**src/include/fcs_pkg.sv**
```systemverilog
// package for the flash command sequencer host controller
package fcs_pkg;
    localparam int ADDR_W = 22;
    localparam int DATA_W = 8;
    localparam logic [7:0] CMD_UNLOCK1 = 8'haa;
    localparam logic [7:0] CMD_UNLOCK2 = 8'h55;
    localparam logic [7:0] CMD_PROG = 8'ha0;
    localparam logic [7:0] CMD_ERASE_SETUP = 8'h80;
    localparam logic [7:0] CMD_CHIP_ERASE = 8'h10;
    localparam logic [7:0] CMD_SECTOR_ERASE = 8'h30;
    localparam logic [7:0] CMD_AUTOSEL = 8'h90;
    localparam logic [7:0] CMD_RESET = 8'hf0;
    localparam logic [7:0] CMD_BYPASS = 8'h20;
    localparam logic [7:0] CMD_BYPASS_EXIT2 = 8'h00;
    localparam logic [7:0] AS_MFR = 8'h00;
    localparam logic [7:0] AS_DEV = 8'h01;
    localparam logic [7:0] AS_PROT = 8'h02;
    localparam int SECT_LSB = 16;
    // software register offsets
    localparam logic [3:0] REG_CTRL = 4'h0;
    localparam logic [3:0] REG_ADDR = 4'h1;
    localparam logic [3:0] REG_WDATA = 4'h2;
    localparam logic [3:0] REG_STATUS = 4'h3;
    localparam logic [3:0] REG_RDATA = 4'h4;
    // operation codes written to the control register
    localparam logic [3:0] OP_READ = 4'h0;
    localparam logic [3:0] OP_RESET = 4'h1;
    localparam logic [3:0] OP_AUTOSEL = 4'h2;
    localparam logic [3:0] OP_PROG = 4'h3;
    localparam logic [3:0] OP_BYP_ENTER = 4'h4;
    localparam logic [3:0] OP_BYP_PROG = 4'h5;
    localparam logic [3:0] OP_BYP_EXIT = 4'h6;
    localparam logic [3:0] OP_CHIP_ERASE = 4'h7;
    localparam logic [3:0] OP_SECT_ERASE = 4'h8;
    localparam logic [3:0] OP_SECT_ADD = 4'h9;
    // bus timing in core cycles (40 MHz)
    localparam int CLK_MHZ = 40;
    localparam int T_SETUP = 1;
    localparam int T_STROBE = 2;
    localparam int T_HOLD = 1;
    localparam int T_READ = 3;
    localparam int SE_WINDOW_US = 50;
    localparam int SE_WINDOW_CYC = SE_WINDOW_US * CLK_MHZ;
    localparam int STAT_BUSY = 0;
    localparam int STAT_BYPASS = 1;
    localparam int STAT_AUTOSEL = 2;
    localparam int STAT_RDY = 3;
    localparam int STAT_SEWIN = 4;
    typedef struct packed {
        logic ce_n;
        logic we_n;
        logic oe_n;
    } fcs_ctl_t;
    typedef enum logic [3:0] {
        ST_IDLE = 4'h0,
        ST_SETUP = 4'h1,
        ST_STROBE = 4'h2,
        ST_HOLD = 4'h3,
        ST_RD_SETUP = 4'h4,
        ST_RD_WAIT = 4'h5,
        ST_NEXT = 4'h6
    } fcs_state_t;
endpackage

```
**src/design/fcs_host.sv**
```systemverilog
// host controller that issues command series to a byte-wide nor flash
`timescale 1ns/1ps
`default_nettype none
// Summary of operation
// - every operation is a fixed write series; a wrong write drops to array read
// - host writes reset after timeout flag or to leave autoselect
// - autoselect entered by two unlocks and 90; reads repeat freely
// - byte program is two unlocks, a0, then address and data
// - unlock bypass entered by two unlocks then 20
// - bypass program is a0 then address and data, repeated per byte
// - bypass exit is 90 then 00, addresses ignored
// - chip erase is six writes ending in 10
// - sector erase is six writes ending in sector address with 30
// - extra sectors added within 50 us of previous erase write
module fcs_host #(
    parameter int SE_WINDOW = fcs_pkg::SE_WINDOW_CYC
) (
    input wire logic i_core_clk,
    input wire logic i_rst_b,
    input wire logic [3:0] i_reg_addr,
    input wire logic [31:0] i_reg_wdata,
    input wire logic i_reg_wr,
    input wire logic i_reg_rd,
    output logic [31:0] o_reg_rdata,
    output logic o_flash_ce_n,
    output logic o_flash_we_n,
    output logic o_flash_oe_n,
    output logic [fcs_pkg::ADDR_W-1:0] o_flash_addr,
    output logic [fcs_pkg::DATA_W-1:0] o_flash_dq_o,
    output logic o_flash_dq_oe,
    input wire logic [fcs_pkg::DATA_W-1:0] i_flash_dq,
    input wire logic i_ready_busy_n,
    output logic o_accel_en
);
    fcs_pkg::fcs_state_t state_q;
    fcs_pkg::fcs_ctl_t ctl_q;
    logic [3:0] op_q;
    logic [2:0] step_q;
    logic [2:0] nsteps_q;
    logic [3:0] cnt_q;
    logic [fcs_pkg::ADDR_W-1:0] tgt_addr_q;
    logic [7:0] tgt_data_q;
    logic [7:0] rdata_q;
    logic bypass_q;
    logic autosel_q;
    logic accel_q;
    logic [31:0] win_q;
    logic [7:0] cyc_data;
    logic cyc_tgt;
    logic cyc_read;
    logic busy;

    assign busy = (state_q != fcs_pkg::ST_IDLE);

    function automatic logic [2:0] op_len(input logic [3:0] op);
        case (op)
            fcs_pkg::OP_READ: op_len = 3'd1;
            fcs_pkg::OP_RESET: op_len = 3'd1;
            fcs_pkg::OP_AUTOSEL: op_len = 3'd4;
            fcs_pkg::OP_PROG: op_len = 3'd4;
            fcs_pkg::OP_BYP_ENTER: op_len = 3'd3;
            fcs_pkg::OP_BYP_PROG: op_len = 3'd2;
            fcs_pkg::OP_BYP_EXIT: op_len = 3'd2;
            fcs_pkg::OP_CHIP_ERASE: op_len = 3'd6;
            fcs_pkg::OP_SECT_ERASE: op_len = 3'd6;
            fcs_pkg::OP_SECT_ADD: op_len = 3'd1;
            default: op_len = 3'd1;
        endcase
    endfunction

    function automatic logic [7:0] unlock(input logic [2:0] s);
        unlock = (s[0] == 1'b0) ? fcs_pkg::CMD_UNLOCK1 : fcs_pkg::CMD_UNLOCK2;
    endfunction

    // data, target-address use and direction of the current cycle
    always_comb
    begin
        cyc_data = fcs_pkg::CMD_RESET;
        cyc_tgt = 1'b0;
        cyc_read = 1'b0;
        case (op_q)
            fcs_pkg::OP_READ:
            begin
                cyc_read = 1'b1;
                cyc_tgt = 1'b1;
            end
            fcs_pkg::OP_RESET: cyc_data = fcs_pkg::CMD_RESET;
            fcs_pkg::OP_AUTOSEL:
            begin
                cyc_data = (step_q < 3'd2) ? unlock(step_q) : fcs_pkg::CMD_AUTOSEL;
                cyc_read = (step_q == 3'd3);
                cyc_tgt = (step_q == 3'd3);
            end
            fcs_pkg::OP_PROG:
            begin
                cyc_data = (step_q < 3'd2) ? unlock(step_q) :
                           (step_q == 3'd2) ? fcs_pkg::CMD_PROG : tgt_data_q;
                cyc_tgt = (step_q == 3'd3);
            end
            fcs_pkg::OP_BYP_ENTER:
                cyc_data = (step_q < 3'd2) ? unlock(step_q) : fcs_pkg::CMD_BYPASS;
            fcs_pkg::OP_BYP_PROG:
            begin
                cyc_data = (step_q == 3'd0) ? fcs_pkg::CMD_PROG : tgt_data_q;
                cyc_tgt = (step_q == 3'd1);
            end
            fcs_pkg::OP_BYP_EXIT:
                cyc_data = (step_q == 3'd0) ? fcs_pkg::CMD_AUTOSEL :
                           fcs_pkg::CMD_BYPASS_EXIT2;
            fcs_pkg::OP_CHIP_ERASE, fcs_pkg::OP_SECT_ERASE:
            begin
                if (step_q == 3'd2)
                    cyc_data = fcs_pkg::CMD_ERASE_SETUP;
                else if (step_q < 3'd5)
                    // second unlock pair sits at steps 3 and 4
                    cyc_data = unlock((step_q > 3'd2) ? step_q + 3'd1 : step_q);
                else if (op_q == fcs_pkg::OP_CHIP_ERASE)
                    cyc_data = fcs_pkg::CMD_CHIP_ERASE;
                else
                    cyc_data = fcs_pkg::CMD_SECTOR_ERASE;
                cyc_tgt = (op_q == fcs_pkg::OP_SECT_ERASE) && (step_q == 3'd5);
            end
            fcs_pkg::OP_SECT_ADD:
            begin
                cyc_data = fcs_pkg::CMD_SECTOR_ERASE;
                cyc_tgt = 1'b1;
            end
            default: cyc_data = fcs_pkg::CMD_RESET;
        endcase
    end

    // bus cycle sequencer
    always_ff @(posedge i_core_clk or negedge i_rst_b)
    begin
        if (!i_rst_b)
        begin
            state_q <= fcs_pkg::ST_IDLE;
            ctl_q <= '{ce_n: 1'b1, we_n: 1'b1, oe_n: 1'b1};
            step_q <= 3'd0;
            nsteps_q <= 3'd1;
            cnt_q <= 4'h0;
            o_flash_addr <= '0;
            o_flash_dq_o <= 8'h00;
            o_flash_dq_oe <= 1'b0;
            rdata_q <= 8'h00;
        end
        else
        begin
            case (state_q)
                fcs_pkg::ST_IDLE:
                begin
                    ctl_q <= '{ce_n: 1'b1, we_n: 1'b1, oe_n: 1'b1};
                    o_flash_dq_oe <= 1'b0;
                    step_q <= 3'd0;
                    cnt_q <= 4'h0;
                    if (i_reg_wr && i_reg_addr == fcs_pkg::REG_CTRL)
                    begin
                        nsteps_q <= op_len(i_reg_wdata[3:0]);
                        state_q <= fcs_pkg::ST_NEXT;
                    end
                end
                fcs_pkg::ST_NEXT:
                begin
                    // address ignored by the device on unlock and command writes
                    o_flash_addr <= cyc_tgt ? tgt_addr_q : '0;
                    o_flash_dq_o <= cyc_data;
                    o_flash_dq_oe <= !cyc_read;
                    ctl_q.ce_n <= 1'b0;
                    cnt_q <= 4'h0;
                    state_q <= cyc_read ? fcs_pkg::ST_RD_SETUP : fcs_pkg::ST_SETUP;
                end
                fcs_pkg::ST_SETUP:
                begin
                    // address settles before the strobe falls
                    ctl_q.we_n <= 1'b0;
                    state_q <= fcs_pkg::ST_STROBE;
                end
                fcs_pkg::ST_STROBE:
                begin
                    cnt_q <= cnt_q + 4'h1;
                    if (cnt_q == 4'(fcs_pkg::T_STROBE - 1))
                    begin
                        ctl_q.we_n <= 1'b1;
                        cnt_q <= 4'h0;
                        state_q <= fcs_pkg::ST_HOLD;
                    end
                end
                fcs_pkg::ST_HOLD:
                begin
                    ctl_q.ce_n <= 1'b1;
                    step_q <= step_q + 3'd1;
                    state_q <= (step_q + 3'd1 == nsteps_q) ? fcs_pkg::ST_IDLE :
                               fcs_pkg::ST_NEXT;
                end
                fcs_pkg::ST_RD_SETUP:
                begin
                    ctl_q.oe_n <= 1'b0;
                    state_q <= fcs_pkg::ST_RD_WAIT;
                end
                fcs_pkg::ST_RD_WAIT:
                begin
                    cnt_q <= cnt_q + 4'h1;
                    if (cnt_q == 4'(fcs_pkg::T_READ - 1))
                    begin
                        rdata_q <= i_flash_dq;
                        ctl_q.oe_n <= 1'b1;
                        state_q <= fcs_pkg::ST_HOLD;
                    end
                end
                default: state_q <= fcs_pkg::ST_IDLE;
            endcase
        end
    end

    // target address and data registers
    always_ff @(posedge i_core_clk or negedge i_rst_b)
    begin
        if (!i_rst_b)
        begin
            tgt_addr_q <= '0;
            tgt_data_q <= 8'h00;
            op_q <= fcs_pkg::OP_READ;
            accel_q <= 1'b0;
        end
        else if (i_reg_wr && !busy)
        begin
            if (i_reg_addr == fcs_pkg::REG_ADDR)
                tgt_addr_q <= i_reg_wdata[fcs_pkg::ADDR_W-1:0];
            else if (i_reg_addr == fcs_pkg::REG_WDATA)
                tgt_data_q <= i_reg_wdata[7:0];
            else if (i_reg_addr == fcs_pkg::REG_CTRL)
            begin
                op_q <= i_reg_wdata[3:0];
                // accelerate only for a bypass program op with bit 8 set, held until the next control write
                accel_q <= i_reg_wdata[8] && (i_reg_wdata[3:0] == fcs_pkg::OP_BYP_PROG);
            end
        end
        else if (!busy && op_q != fcs_pkg::OP_BYP_PROG)
            accel_q <= 1'b0;
    end

    // tracked device mode
    always_ff @(posedge i_core_clk or negedge i_rst_b)
    begin
        if (!i_rst_b)
        begin
            bypass_q <= 1'b0;
            autosel_q <= 1'b0;
        end
        else if (state_q == fcs_pkg::ST_HOLD && step_q + 3'd1 == nsteps_q)
        begin
            if (op_q == fcs_pkg::OP_BYP_ENTER)
                bypass_q <= 1'b1;
            else if (op_q == fcs_pkg::OP_BYP_EXIT || op_q == fcs_pkg::OP_RESET)
                bypass_q <= 1'b0;
            if (op_q == fcs_pkg::OP_AUTOSEL)
                autosel_q <= 1'b1;
            else if (op_q == fcs_pkg::OP_RESET)
                autosel_q <= 1'b0;
        end
    end

    // sector erase add window counter
    always_ff @(posedge i_core_clk or negedge i_rst_b)
    begin
        if (!i_rst_b)
            win_q <= 32'h0;
        else if (state_q == fcs_pkg::ST_STROBE && cnt_q == 4'(fcs_pkg::T_STROBE - 1) &&
                 (op_q == fcs_pkg::OP_SECT_ADD ||
                  (op_q == fcs_pkg::OP_SECT_ERASE && step_q == 3'd5)))
            win_q <= 32'(SE_WINDOW);
        else if (win_q != 32'h0)
            win_q <= win_q - 32'h1;
    end

    // register read port, data one cycle after the strobe
    always_ff @(posedge i_core_clk or negedge i_rst_b)
    begin
        if (!i_rst_b)
            o_reg_rdata <= 32'h0;
        else if (i_reg_rd)
        begin
            if (i_reg_addr == fcs_pkg::REG_CTRL)
                o_reg_rdata <= {23'h0, accel_q, 4'h0, op_q};
            else if (i_reg_addr == fcs_pkg::REG_ADDR)
                o_reg_rdata <= {10'h0, tgt_addr_q};
            else if (i_reg_addr == fcs_pkg::REG_WDATA)
                o_reg_rdata <= {24'h0, tgt_data_q};
            else if (i_reg_addr == fcs_pkg::REG_STATUS)
                o_reg_rdata <= {27'h0, (win_q != 32'h0), i_ready_busy_n, autosel_q,
                                bypass_q, busy};
            else if (i_reg_addr == fcs_pkg::REG_RDATA)
                o_reg_rdata <= {24'h0, rdata_q};
            else
                o_reg_rdata <= 32'h0;
        end
    end

    always_ff @(posedge i_core_clk or negedge i_rst_b)
    begin
        if (!i_rst_b)
        begin
            o_flash_ce_n <= 1'b1;
            o_flash_we_n <= 1'b1;
            o_flash_oe_n <= 1'b1;
            o_accel_en <= 1'b0;
        end
        else
        begin
            o_flash_ce_n <= ctl_q.ce_n;
            o_flash_we_n <= ctl_q.we_n;
            o_flash_oe_n <= ctl_q.oe_n;
            o_accel_en <= accel_q;
        end
    end
endmodule // fcs_host
`default_nettype wire

```
**config.mk**
```make
export PLATFORM = sky130hd
export DESIGN_NAME = fcs_host
export DESIGN_NICKNAME = d
export VERILOG_FILES = /design/src/include/fcs_pkg.sv /design/src/design/fcs_host.sv
export SDC_FILE = /design/constraint.sdc
export NUM_CORES = 1
export LEC_CHECK = 0
export BUFFER_PORTS_ARGS = -buffer_cell sky130_fd_sc_hd__buf_4
export CAP_MARGIN = 0
export CORE_MARGIN = 3
export CORE_UTILIZATION = 49
export DETAILED_ROUTE_END_ITERATION = 8
export HOLD_SLACK_MARGIN = 0.06
export PLACE_DENSITY = 0.7
export SLEW_MARGIN = 25
export SYNTH_ARGS = -nofsm -noshare
export SYNTH_HDL_FRONTEND = slang
export SYNTH_SLANG_ARGS = --single-unit
```
**constraint.sdc**
```tcl
create_clock -name i_core_clk -period 3.3 [get_ports i_core_clk]
set_input_delay 0.66 -clock i_core_clk [delete_from_list [all_inputs] [get_ports i_core_clk]]
set_output_delay 0.66 -clock i_core_clk [all_outputs]
set_load 0.01 [all_outputs]
```
==> metrics.md, run 1 <==
| Metric | Value |
|---|---|
| Status | `complete, no violations` |
| Placed Cells | `990` |
| IO Pins | `116` |
| CP peak stage delay | `0.58 ns` |
| FF-to-FF setup slack | `0.61 ns` |
| Max Cap Viol | `0` |
| Top cells by area, synth | `dfrtp_1 (48%), mux2_2 (5.8%), a22o_1 (3.3%)` |
| Crit-path max FO | `11` |
| Initial core utilization | `0.509` |
| CP Launch Type | `flip-flop` |
| Synth top area share | `0.477` |
| Endpoints failing hold | `0` |
| DP Area | `8360 um^2` |
| Die H | `130 um` |
| Cts hold-fix bufs | `0` |
| Setup Buffers After CTS | `0` |
| Synthesized area | `7510 um^2` |
| Synth async-reset ratio | `1.00` |
| Worst EP arrival | `3.05 ns` |
| Sw frac | `0.259` |
| Fin util | `0.607` |
| Pwr/cell area | `479 nW/um^2` |
| Vias in the first global route | `5943` |
| DR vias | `6123` |
| 1st-pass router iterations | `5` |
| Clock Power Share | `0.455` |
| Largest net degree at the start of global routing | `73` |
| Final Skew | `0.0109 ns` |
| Post-CTS Resized | `0` |
| Iter 0 DRT Violations | `469` |
| Slowest-stage cell, CP | `dfrtp_1` |
| Cell row count | `44` |
| Setup violations, final | `0` |
| Layout cells sized above 1 | `0.247` |
| NetSw | `1110 uW` |
| Sequential power share | `0.457` |
| Peak VDD IR | `0.363 mV` |
| WS Path Type | `reg -> reg` |
| RSZ-0062 raised after global routing | `no` |
| Min Tclk post-route | `2.69 ns` |
| Overall power | `4290 uW` |
| HP Class | `in -> async` |
| CTS sink cnt | `150` |
| Leak pwr | `0.00415 uW` |
| Via density | `5.99` |
| CTS Buf Count | `17` |
| Total Routing Usage GR | `0.239` |
| Worst slew margin | `0.495` |
| Buffers on Ports | `95` |
| Worst Tran Pin Value | `0.758 ns` |
| Worst Path Required | `3.66 ns` |
| WL final | `19200 um` |
| Worst r2r src | `step_q[0]` |
| Yosys reg bits | `150` |
| Comb power frac | `0.088` |
| Prevailing post-synth register cell | `dfrtp_1` |
| R2R depth | `7` |
| Commonest cells after routing, fill and taps aside | `dfrtp_1 (143), buf_4 (107), nor2_1 (52)` |
| Max Clk Rate | `0.372 GHz` |
| Cells after Synth | `744` |
| First-pass GRT wire length | `31500 um` |
| Syn avg cell area | `10.1 um^2` |
| Post-synth top area cell | `dfrtp_1` |
| CTS max path bufs | `2` |
| Most frequent CP cell | `a211oi_1` |
| Seq/Total Area, Yosys | `0.501` |
| Chip width | `130 um` |
| Gpl congestion | `0.864` |
| Worst-Skew Late Latency | `0.42 ns` |
| Commonest non-fill, non-tap cell in the layout | `dfrtp_1` |
| WL/cell | `18.8 um` |
| CP Cell Sequence | `inv_1 > ha_1 > or3b_2 > a211oi_1 > o211ai_1 > a211oi_1 > a221o_1` |
| Synthesis-to-layout area growth | `19.2%` |
| Total gr overflow | `0` |
| Worst Setup End Kind | `flip-flop` |
| Dpl hpwl | `13500 um` |
| Drt drc | `0` |
| Antenna-violating nets left | `0` |
| Initial antenna violation count | `0` |
| Final period util | `0.815` |
| Final setup TNS | `0 ns` |
| Die Footprint | `16800 um^2` |
| Synth cell types | `65` |
| EDFF count, synth | `0` |
| Core area | `14800 um^2` |
| Clock Tree Root | `clkbuf_16` |
| Synth warn | `0` |
| Slew Viols, Final | `0` |
| Final Cell Area | `8950 um^2` |
| Non-Filler Instances | `1022` |
| CP bufs+invs | `1` |
| Critical path's top delay family | `compound AO/OA/AOI/OAI gates` |
| Fin nets | `883` |
| H-tree Lvls | `4` |
| CTS tree | `done` |
| ANT cells | `0` |
| R2R Path End | `o_flash_dq_o[3]` |
| Fillers | `1246` |
| Clock-pin slew on the worst setup and hold paths | `0.07 ns` |
| Internal power | `3180 uW` |
power by group through the flow:
stage / Clock (uW) / Combinational, uW / Sequential, uW
after floorplan: 0 / 247 / 1950
after global placement: 0 / 366 / 1990
after detailed placement: 0 / 376 / 1990
after CTS: 1990 / 377 / 1960
after global routing: 2080 / 421 / 1970
final: 1950 / 376 / 1960
cell families (layout without fill, tap and decap cells):
family                     after synthesis  after routing  synth area share
muxes                                   41             41            0.0611
xor gates and xnor gates                26             26            0.0303
adders and majority gates                9              9            0.0150
buffers and inverters                   91            176            0.0520
DFF                                    150            150             0.501
other                                    1             10          0.000499
and+or+nand+nor                        226            226             0.159
AOI/OAI and AO/OA                      200            200             0.181
worst register-to-register path: cells and delay by family, from the launching register on:
family	cells	cell delay, ns
DFF	1	0.58
adders and majority gates	1	0.32
buffers and inverters	1	0.18
and+or+nand+nor	1	0.49
AOI/OAI and AO/OA	4	1.07
layout make-up:
cell class,instances,area (um^2),share of cell area
tap,184,230,0.0257
multi-input combinational,512,3400,0.380
clock inverter,14,163,0.0182
clock buffer,18,429,0.0479
inverter,35,131,0.0147
sequential,150,3760,0.420
timing repair buffer,109,835,0.0932
sequential cells by signal, summed over array words and instances, names as in the netlist, 3 cells and up:
name and flops:
op_q 4, state_q 3, cnt_q 4, tgt_data_q 8, ctl_q 3, o_reg_rdata 22
o_flash_dq_o 8, o_flash_addr 22, step_q 3, win_q 32, rdata_q 8, tgt_addr_q 22
nsteps_q 3
worst max path at each step:
stage / to / start / slack [ns] / depth (start not counted)
6_report: o_flash_dq_o[3] / step_q[0] / 0.61 / 7
5_1_grt: win_q[29] / win_q[29] / 0.35 / 5
4_1_cts: o_flash_dq_o[1] / step_q[0] / 0.70 / 7
3_5_place_dp: o_flash_dq_o[3] / step_q[0] / 0.71 / 7
3_3_place_gp: o_flash_dq_o[3] / step_q[0] / 0.76 / 7
2_1_floorplan: win_q[23] / win_q[0] / 0.98 / 9
layer usage:
metal | up-vias | wire (um) | track usage
met5 | - | 0 | 0
met4 | 0 | 442 | 0.0874
met3 | 33 | 1380 | 0.0684
met2 | 192 | 9070 | 0.366
met1 | 3036 | 8310 | 0.327
li1 | 2862 | - | -
cell usage after synthesis, types with 3 or more instances:
library cell  number
nand2b_1          11
buf_4             10
inv_1             35
dfrtp_1          143
nand4_1            6
o21ai_0           42
clkbuf_1          38
nand2_1           36
nor2_1            52
or4_1             12
a211oi_1          10
o22ai_1            8
or3b_2             7
a22oi_1            5
xnor2_1           11
ha_1               9
or3_1             14
a21oi_1           43
buf_1              4
nand3_1           27
nor2b_1            8
o31ai_1           12
o211ai_1           9
a21o_1             4
a21boi_0           4
a22o_1            28
xor2_1            15
dfstp_2            7
nor4_1            15
nor3_1            18
and3_1             4
a31oi_1            4
o311ai_0           4
mux2_2            39
or2_2              7
buf_2              3
per-stage QoR:
step           worst slack (ns)  hold WS (ns)
2_1_floorplan             0.978         0.352
3_3_place_gp              0.760         0.358
3_5_place_dp              0.713         0.357
4_1_cts                   0.696         0.259
5_1_grt                   0.353         0.279
6_report                  0.609         0.241
Power figures use the tool's default switching activity.
==> run 2, diff against run 1 <==
PLACE_DENSITY = 0.73   (was 0.7)
clock period = 2.25 ns   (was 3.3 ns; I/O delays follow)
==> run 2 against run 1 <==
  * The flow now finishes with violations (negative setup slack)
  * Clock power up 45%
  * Core utilization up 4.7 points
  * Fmax up 19%
  * Critical path depth unchanged
  * Total power up 47%
  * Setup slack worse by 0.63 ns
  * Combinational power up 74%
  * Count of clock-buffer cells in the layout up 1
  * Clock skew down 0.0027 ns
  * Register-to-register slack worse by 0.63 ns
  * Die area unchanged
  * Largest cell class unchanged
  * Largest power group unchanged
==> metrics.md, run 2 (synthesis results as in run 1) <==
| Metric | Value |
|---|---|
| Status | `finished, violations left` |
| Failing checks | `negative setup slack` |
| Final setup TNS | `-0.0196 ns (-0.0196 ns)` |
| CTS sink cnt | `150 (unchanged)` |
| Peak VDD IR | `0.553 mV (+52%)` |
| Area of the multi-input gates | `3550 um^2 (+4.5%)` |
| Via density | `5.92 (-1.2%)` |
| Worst-Skew Late Latency | `0.43 ns (about the same)` |
| Worst Tran Pin Value | `0.512 ns (-0.245 ns)` |
| Worst EP arrival | `2.62 ns (-0.43 ns)` |
| Die H | `130 um (unchanged)` |
| ANT cells | `0 (unchanged)` |
| WL/cell | `18.9 um (+0.76%)` |
| Largest net degree at the start of global routing | `63 (-14%)` |
| Worst r2r src | `win_q[11]` |
| First-pass GRT wire length | `33000 um (+4.6%)` |
| Critical path's top delay family | `simple AND/OR/NAND/NOR gates` |
| HP Class | `in -> reg` |
| Chip width | `130 um (unchanged)` |
| CTS Buf Count | `17 (unchanged)` |
| Pwr/cell area | `655 nW/um^2 (+37%)` |
| Setup violations, final | `1 (+1)` |
| CTS tree | `done` |
| Slew Viols, Final | `0 (unchanged)` |
| Hold_sp | `i_reg_wdata[12]` |
| Fin nets | `950 (+7.6%)` |
| Total Routing Usage GR | `0.250 (+0.0113)` |
| Antenna-violating nets left | `0 (unchanged)` |
| Final Skew | `0.00821 ns (-0.00274 ns)` |
| CP bufs+invs | `2 (+1)` |
| Placed Cells | `1044 (+5.5%)` |
| Gpl congestion | `0.906 (+4.9%)` |
| DR vias | `6447 (+5.3%)` |
| Commonest non-fill, non-tap cell in the layout | `buf_4` |
| Clock-pin slew on the worst setup and hold paths | `0.06 ns (about the same)` |
| Fillers | `1143 (-8.3%)` |
| Sequential Area | `3760 um^2 (unchanged)` |
| Leak pwr | `0.00453 uW (+9.0%)` |
| Final Cell Area | `9640 um^2 (+7.7%)` |
| Buffers on Ports | `95 (unchanged)` |
| 1st-pass router iterations | `5 (unchanged)` |
| Cell row count | `44 (unchanged)` |
| Clock Tree Root | `clkbuf_16` |
| Non-Filler Instances | `1089 (+6.6%)` |
| FF-to-FF setup slack | `-0.02 ns (-0.63 ns)` |
| Worst Path Required | `2.60 ns (-1.06 ns)` |
| Max reg flops | `32 (unchanged)` |
| Max Clk Rate | `0.441 GHz (+19%)` |
| WL final | `20600 um (+7.4%)` |
| Drt drc | `0 (unchanged)` |
| Max Cap Viol | `0 (unchanged)` |
| Worst Setup End Kind | `flip-flop` |
| Iter 0 DRT Violations | `602 (+28%)` |
| WS Path Type | `reg -> reg` |
| CP peak stage delay | `0.57 ns (about the same)` |
| Worst slew margin | `0.657 (+0.162)` |
| CP Cell Sequence | `or4_4 > buf_4 > nor4_4 > o211ai_1 > buf_4 > or4_4 > a21oi_2` |
| Slowest-stage cell, CP | `or4_4` |
| CP Launch Type | `flip-flop` |
| Initial antenna violation count | `0 (unchanged)` |
| Endpoints failing hold | `0 (unchanged)` |
| IO Pins | `116 (unchanged)` |
| Crit-path max FO | `5 (-6)` |
| Core area | `14800 um^2 (unchanged)` |
| RSZ-0062 raised after global routing | `yes` |
| Biggest register | `win_q` |
| Vias in the first global route | `6335 (+6.6%)` |
| H-tree Lvls | `4 (unchanged)` |
| Min Tclk post-route | `2.27 ns (-0.421 ns)` |
| DP Area | `8810 um^2 (+5.4%)` |
| Final period util | `1.01 (+0.193)` |
| Total gr overflow | `0 (unchanged)` |
| Initial core utilization | `0.509 (unchanged)` |
| Synthesis-to-layout area growth | `28.4%` |
| Die Footprint | `16800 um^2 (unchanged)` |
| Layout cells sized above 1 | `0.330 (+0.0834)` |
| Worst Setup Slack, final | `-0.0196 ns (-0.629 ns)` |
| CTS max path bufs | `2 (unchanged)` |
| Commonest cells after routing, fill and taps aside | `buf_4 (167), dfrtp_1 (143), nor2_1 (51)` |
| CP Launch Point | `win_q[11]` |
| Dpl hpwl | `14500 um (+7.7%)` |
| Hold WS | `0.254 ns (+0.0131 ns)` |
==> run 2: cell types whose count changed in the layout (fill, tap and decap cells not counted), moves of 6 or more <==
| cell | change |
|---|---|
| or4_4 | +7 |
| or4_1 | -6 |
| nor4_1 | -6 |
| buf_4 | +60 |
==> run 2: area by class of cell <==
cell class / count / share of cell area
Timing Repair Buffer: 175 / 0.143
Clock inverter: 13 / 0.0140
Clock buffer: 19 / 0.0470
Sequential cell: 150 / 0.390
Multi-Input combinational cell: 513 / 0.369
Tap cell: 184 / 0.0239
Inverter: 35 / 0.0136
==> run 2: final timing paths <==
check	cells past startpoint	endpoint
worst max-delay path	7	win_q[25]
worst min-delay path	2	tgt_addr_q[12]
worst max register to register	7	win_q[25]
worst min register to register	0	o_flash_ce_n
max in group asynchronous	3	tgt_addr_q[11]
min in group asynchronous	2	win_q[26]
==> run 2: through the flow <==
step / total power [uW] / setup WS (ns) / util
after floorplan: 3230 / -0.0313 / -
after detailed placement: 3530 / -0.0828 / 0.597
after CTS: 6340 / 0.0205 / 0.640
after global routing: 6560 / -0.120 / 0.654
after global placement: 3500 / -0.0517 / 0.597
final: 6310 / -0.0196 / 0.654
==> run 2: where the power goes <==
group	switching (uW)	internal [uW]
Clock	1210	1610
Combinational	388	268
Sequential	58.7	2770
Total	1660	4650
==> run 2: repair_timing <==
| action | CTS | global route |
|---|---|---|
| gates resized for setup | 5 | 29 |
| endpoints found under the setup margin | 6 | 26 |
| cloned | 0 | 1 |
| pin swaps | 1 | 15 |
| setup buffers | 2 | 9 |
| hold buffers | 1 | 0 |
| endpoints found under the hold margin | 16 | 0 |
==> run 2: worst reg2reg max path, delay by kind of cell, from the launching register on <==
family	cells	cell delay, ns
flops	1	0.38
buf+inv	2	0.36
simple gates	3	1.15
compound gates	2	0.32
==> run 2: per-layer routing <==
layer  global-route usage  vias to the layer above  routed length [um]
met5                    0                        -                   0
met4               0.0825                        0                 427
met3               0.0745                       29                1460
met2                0.392                      220                9630
met1                0.337                     3206                9090
li1                     -                     2992                   -
==> run 3, diff against run 2 <==
CTS_BUF_LIST = sky130_fd_sc_hd__clkbuf_2 sky130_fd_sc_hd__clkbuf_4 sky130_fd_sc_hd__clkbuf_8   (was not set)
==> run 3 against run 2 <==
  * The run ends with design-rule violations, negative setup slack left
  * Clock power is 27% lower
  * Hold slack worse by 0.036 ns
  * Die area stayed put
  * First-iteration DRC count is 3.2% lower
  * Clock skew is 0.0059 ns higher
  * Non-clock buffer count stayed put
  * Sequential power hardly changed
  * Critical path type unchanged
==> metrics.md, run 3 (synthesis results as in run 1) <==
| Metric | Value |
|---|---|
| Status | `finished, violations left` |
| Failing checks | `design-rule violations, negative setup slack` |
| Biggest register | `win_q` |
| RSZ-0062 raised after global routing | `yes` |
| Worst Path Required | `2.59 ns (about the same)` |
| Max Used Layer | `met4` |
| Comb power frac | `0.118 (+0.014)` |
| Initial antenna violation count | `0 (unchanged)` |
| Cell row count | `44 (unchanged)` |
| Via density | `5.88 (-0.67%)` |
| Internal power | `4000 uW (-14%)` |
| Wire length on met1 | `9100 um (about the same)` |
| NetSw | `1560 uW (-5.9%)` |
| IO Pins | `116 (unchanged)` |
| Wire length on met2 | `9560 um (-0.77%)` |
| Endpoints failing hold | `0 (unchanged)` |
| HP Class | `in -> reg` |
| Worst-Skew Late Latency | `0.46 ns (+0.03 ns)` |
| Iter 0 DRT Violations | `583 (-3.2%)` |
| Total gr overflow | `0 (unchanged)` |
| Sw frac | `0.281 (+0.0178)` |
| Drt drc | `1 (+1)` |
| First-pass GRT wire length | `32500 um (-1.6%)` |
| Clock Tree Root | `clkbuf_8` |
| Gpl congestion | `0.906 (unchanged)` |
| H-tree Lvls | `4 (unchanged)` |
| Commonest non-fill, non-tap cell in the layout | `buf_4` |
| Vias in the first global route | `6235 (-1.6%)` |
| Commonest cells after routing, fill and taps aside | `buf_4 (167), dfrtp_1 (143), nor2_1 (51)` |
| Crit-path max FO | `6 (+1)` |
| Pre-CTS setup slack | `-0.0828 ns (unchanged)` |
| Die Footprint | `16800 um^2 (unchanged)` |
| CTS max path bufs | `2 (unchanged)` |
| CTS tree | `done` |
| Routed length on met3 | `1450 um (-1.1%)` |
| Final period util | `1.03 (+0.0190)` |
| CTS sink cnt | `150 (unchanged)` |
| WL final | `20400 um (-0.93%)` |
| WS Path Type | `reg -> reg` |
| Largest net degree at the start of global routing | `63 (unchanged)` |
| Final setup TNS | `-0.226 ns (-0.207 ns)` |
| Final Skew | `0.0141 ns (+0.00587 ns)` |
| Buffers on Ports | `95 (unchanged)` |
| Leak pwr | `0.00444 uW (-2.0%)` |
| Clock-pin slew on the worst setup and hold paths | `0.09 ns (+0.03 ns)` |
| Antenna-violating nets left | `0 (unchanged)` |
| DR vias | `6404 (-0.67%)` |
| Worst Setup Slack, final | `-0.0625 ns (-0.0429 ns)` |
| Placed Cells | `1044 (unchanged)` |
| Max Cap Viol | `0 (unchanged)` |
| Slew Viols, Final | `0 (unchanged)` |
| Fin nets | `950 (unchanged)` |
| Total Routing Usage GR | `0.246 (-0.00463)` |
| Non-Filler Instances | `1089 (unchanged)` |
| Setup violations, final | `7 (+6)` |
| Worst slew margin | `0.660 (+0.00250)` |
| Clock Power Share | `0.374 (-0.073)` |
| Layout cells sized above 1 | `0.326 (-0.00442)` |
| R2R depth | `6 (-1)` |
| CP Launch Type | `flip-flop` |
| WL/cell | `18.8 um (-0.93%)` |
| Worst Tran Pin Value | `0.509 ns (-0.00375 ns)` |
| Peak VDD IR | `0.440 mV (-20%)` |
| Max Clk Rate | `0.432 GHz (-1.9%)` |
| ANT cells | `0 (unchanged)` |
| Worst EP arrival | `2.65 ns (+0.03 ns)` |
| Chip width | `130 um (unchanged)` |
| Min Tclk post-route | `2.31 ns (+0.0429 ns)` |
| Sequential power share | `0.508 (+0.059)` |
| 1st-pass router iterations | `7 (+2)` |
| Dpl hpwl | `14500 um (unchanged)` |
| Hold Crit Depth | `2 (unchanged)` |
| Initial core utilization | `0.509 (unchanged)` |
| Worst Setup End Kind | `flip-flop` |
| CTS Buf Count | `17 (unchanged)` |
| Core area | `14800 um^2 (unchanged)` |
| Synthesis-to-layout area growth | `25.8%` |
| Pwr/cell area | `589 nW/um^2 (-10%)` |
| Die H | `130 um (unchanged)` |
| Max reg flops | `32 (unchanged)` |
[run 3: what timing repair did]
action,in CTS,in global routing
hold buffers,1,0
pin swaps,4,13
resized for setup,4,25
hold endpoints to repair,16,0
buffers inserted,2,9
endpoints found under the setup margin,5,28
cloned,0,1
[run 3: power by group through the flow]
stage,Sequential [uW],Clock [uW],Combinational (uW)
4_1_cts,2830,2110,653
2_1_floorplan,2860,0,362
3_5_place_dp,2880,0,647
6_report,2830,2080,656
5_1_grt,2830,2260,724
3_3_place_gp,2870,0,629
[run 3: per-stage QoR]
stage               utilization  hold slack (ns)  cell area [um^2]  power, uW
finish                    0.640            0.219              9450       5560
global placement          0.597            0.308              8810       3500
global route              0.640            0.195              9450       5820
CTS                       0.627            0.195              9250       5590
detailed placement        0.597            0.310              8810       3530
floorplan                     -            0.154              7560       3230
[run 3: cell type report]
class | instances | area [um^2]
clock inverter | 13 | 135
multi-input combinational | 513 | 3540
tap | 184 | 230
fill | 1180 | 5310
inverter | 35 | 131
timing repair buffer | 175 | 1390
sequential | 150 | 3760
clock buffer | 19 | 262
[run 3: path summary, 6_finish.rpt]
| path | start | endpoint | slack, ns |
|---|---|---|---|
| hold / removal | i_reg_wdata[17] | tgt_addr_q[17] | 0.22 |
| max in group asynchronous | i_rst_b | o_flash_addr[13] | 1.19 |
| min in group asynchronous | i_rst_b | win_q[26] | 0.40 |
| hold reg to reg | ctl_q[2] | o_flash_ce_n | 0.37 |
| setup reg to reg | win_q[11] | win_q[27] | -0.06 |
| setup / recovery | win_q[11] | win_q[27] | -0.06 |
[run 3: layer usage]
metal  GRT usage  vias to the layer above
met2       0.385                      227
met3      0.0667                       30
met4      0.0691                        0
met5           0                        -
li1            -                     2987
met1       0.340                     3160
[run 3: critical path: stages, from the launching register on]
cell and delay [ns]:
dfrtp_1 0.39, or4_4 0.58, or4_4 0.60, o31ai_4 0.28, buf_4 0.18, or3_1 0.11, a21oi_1 0.06
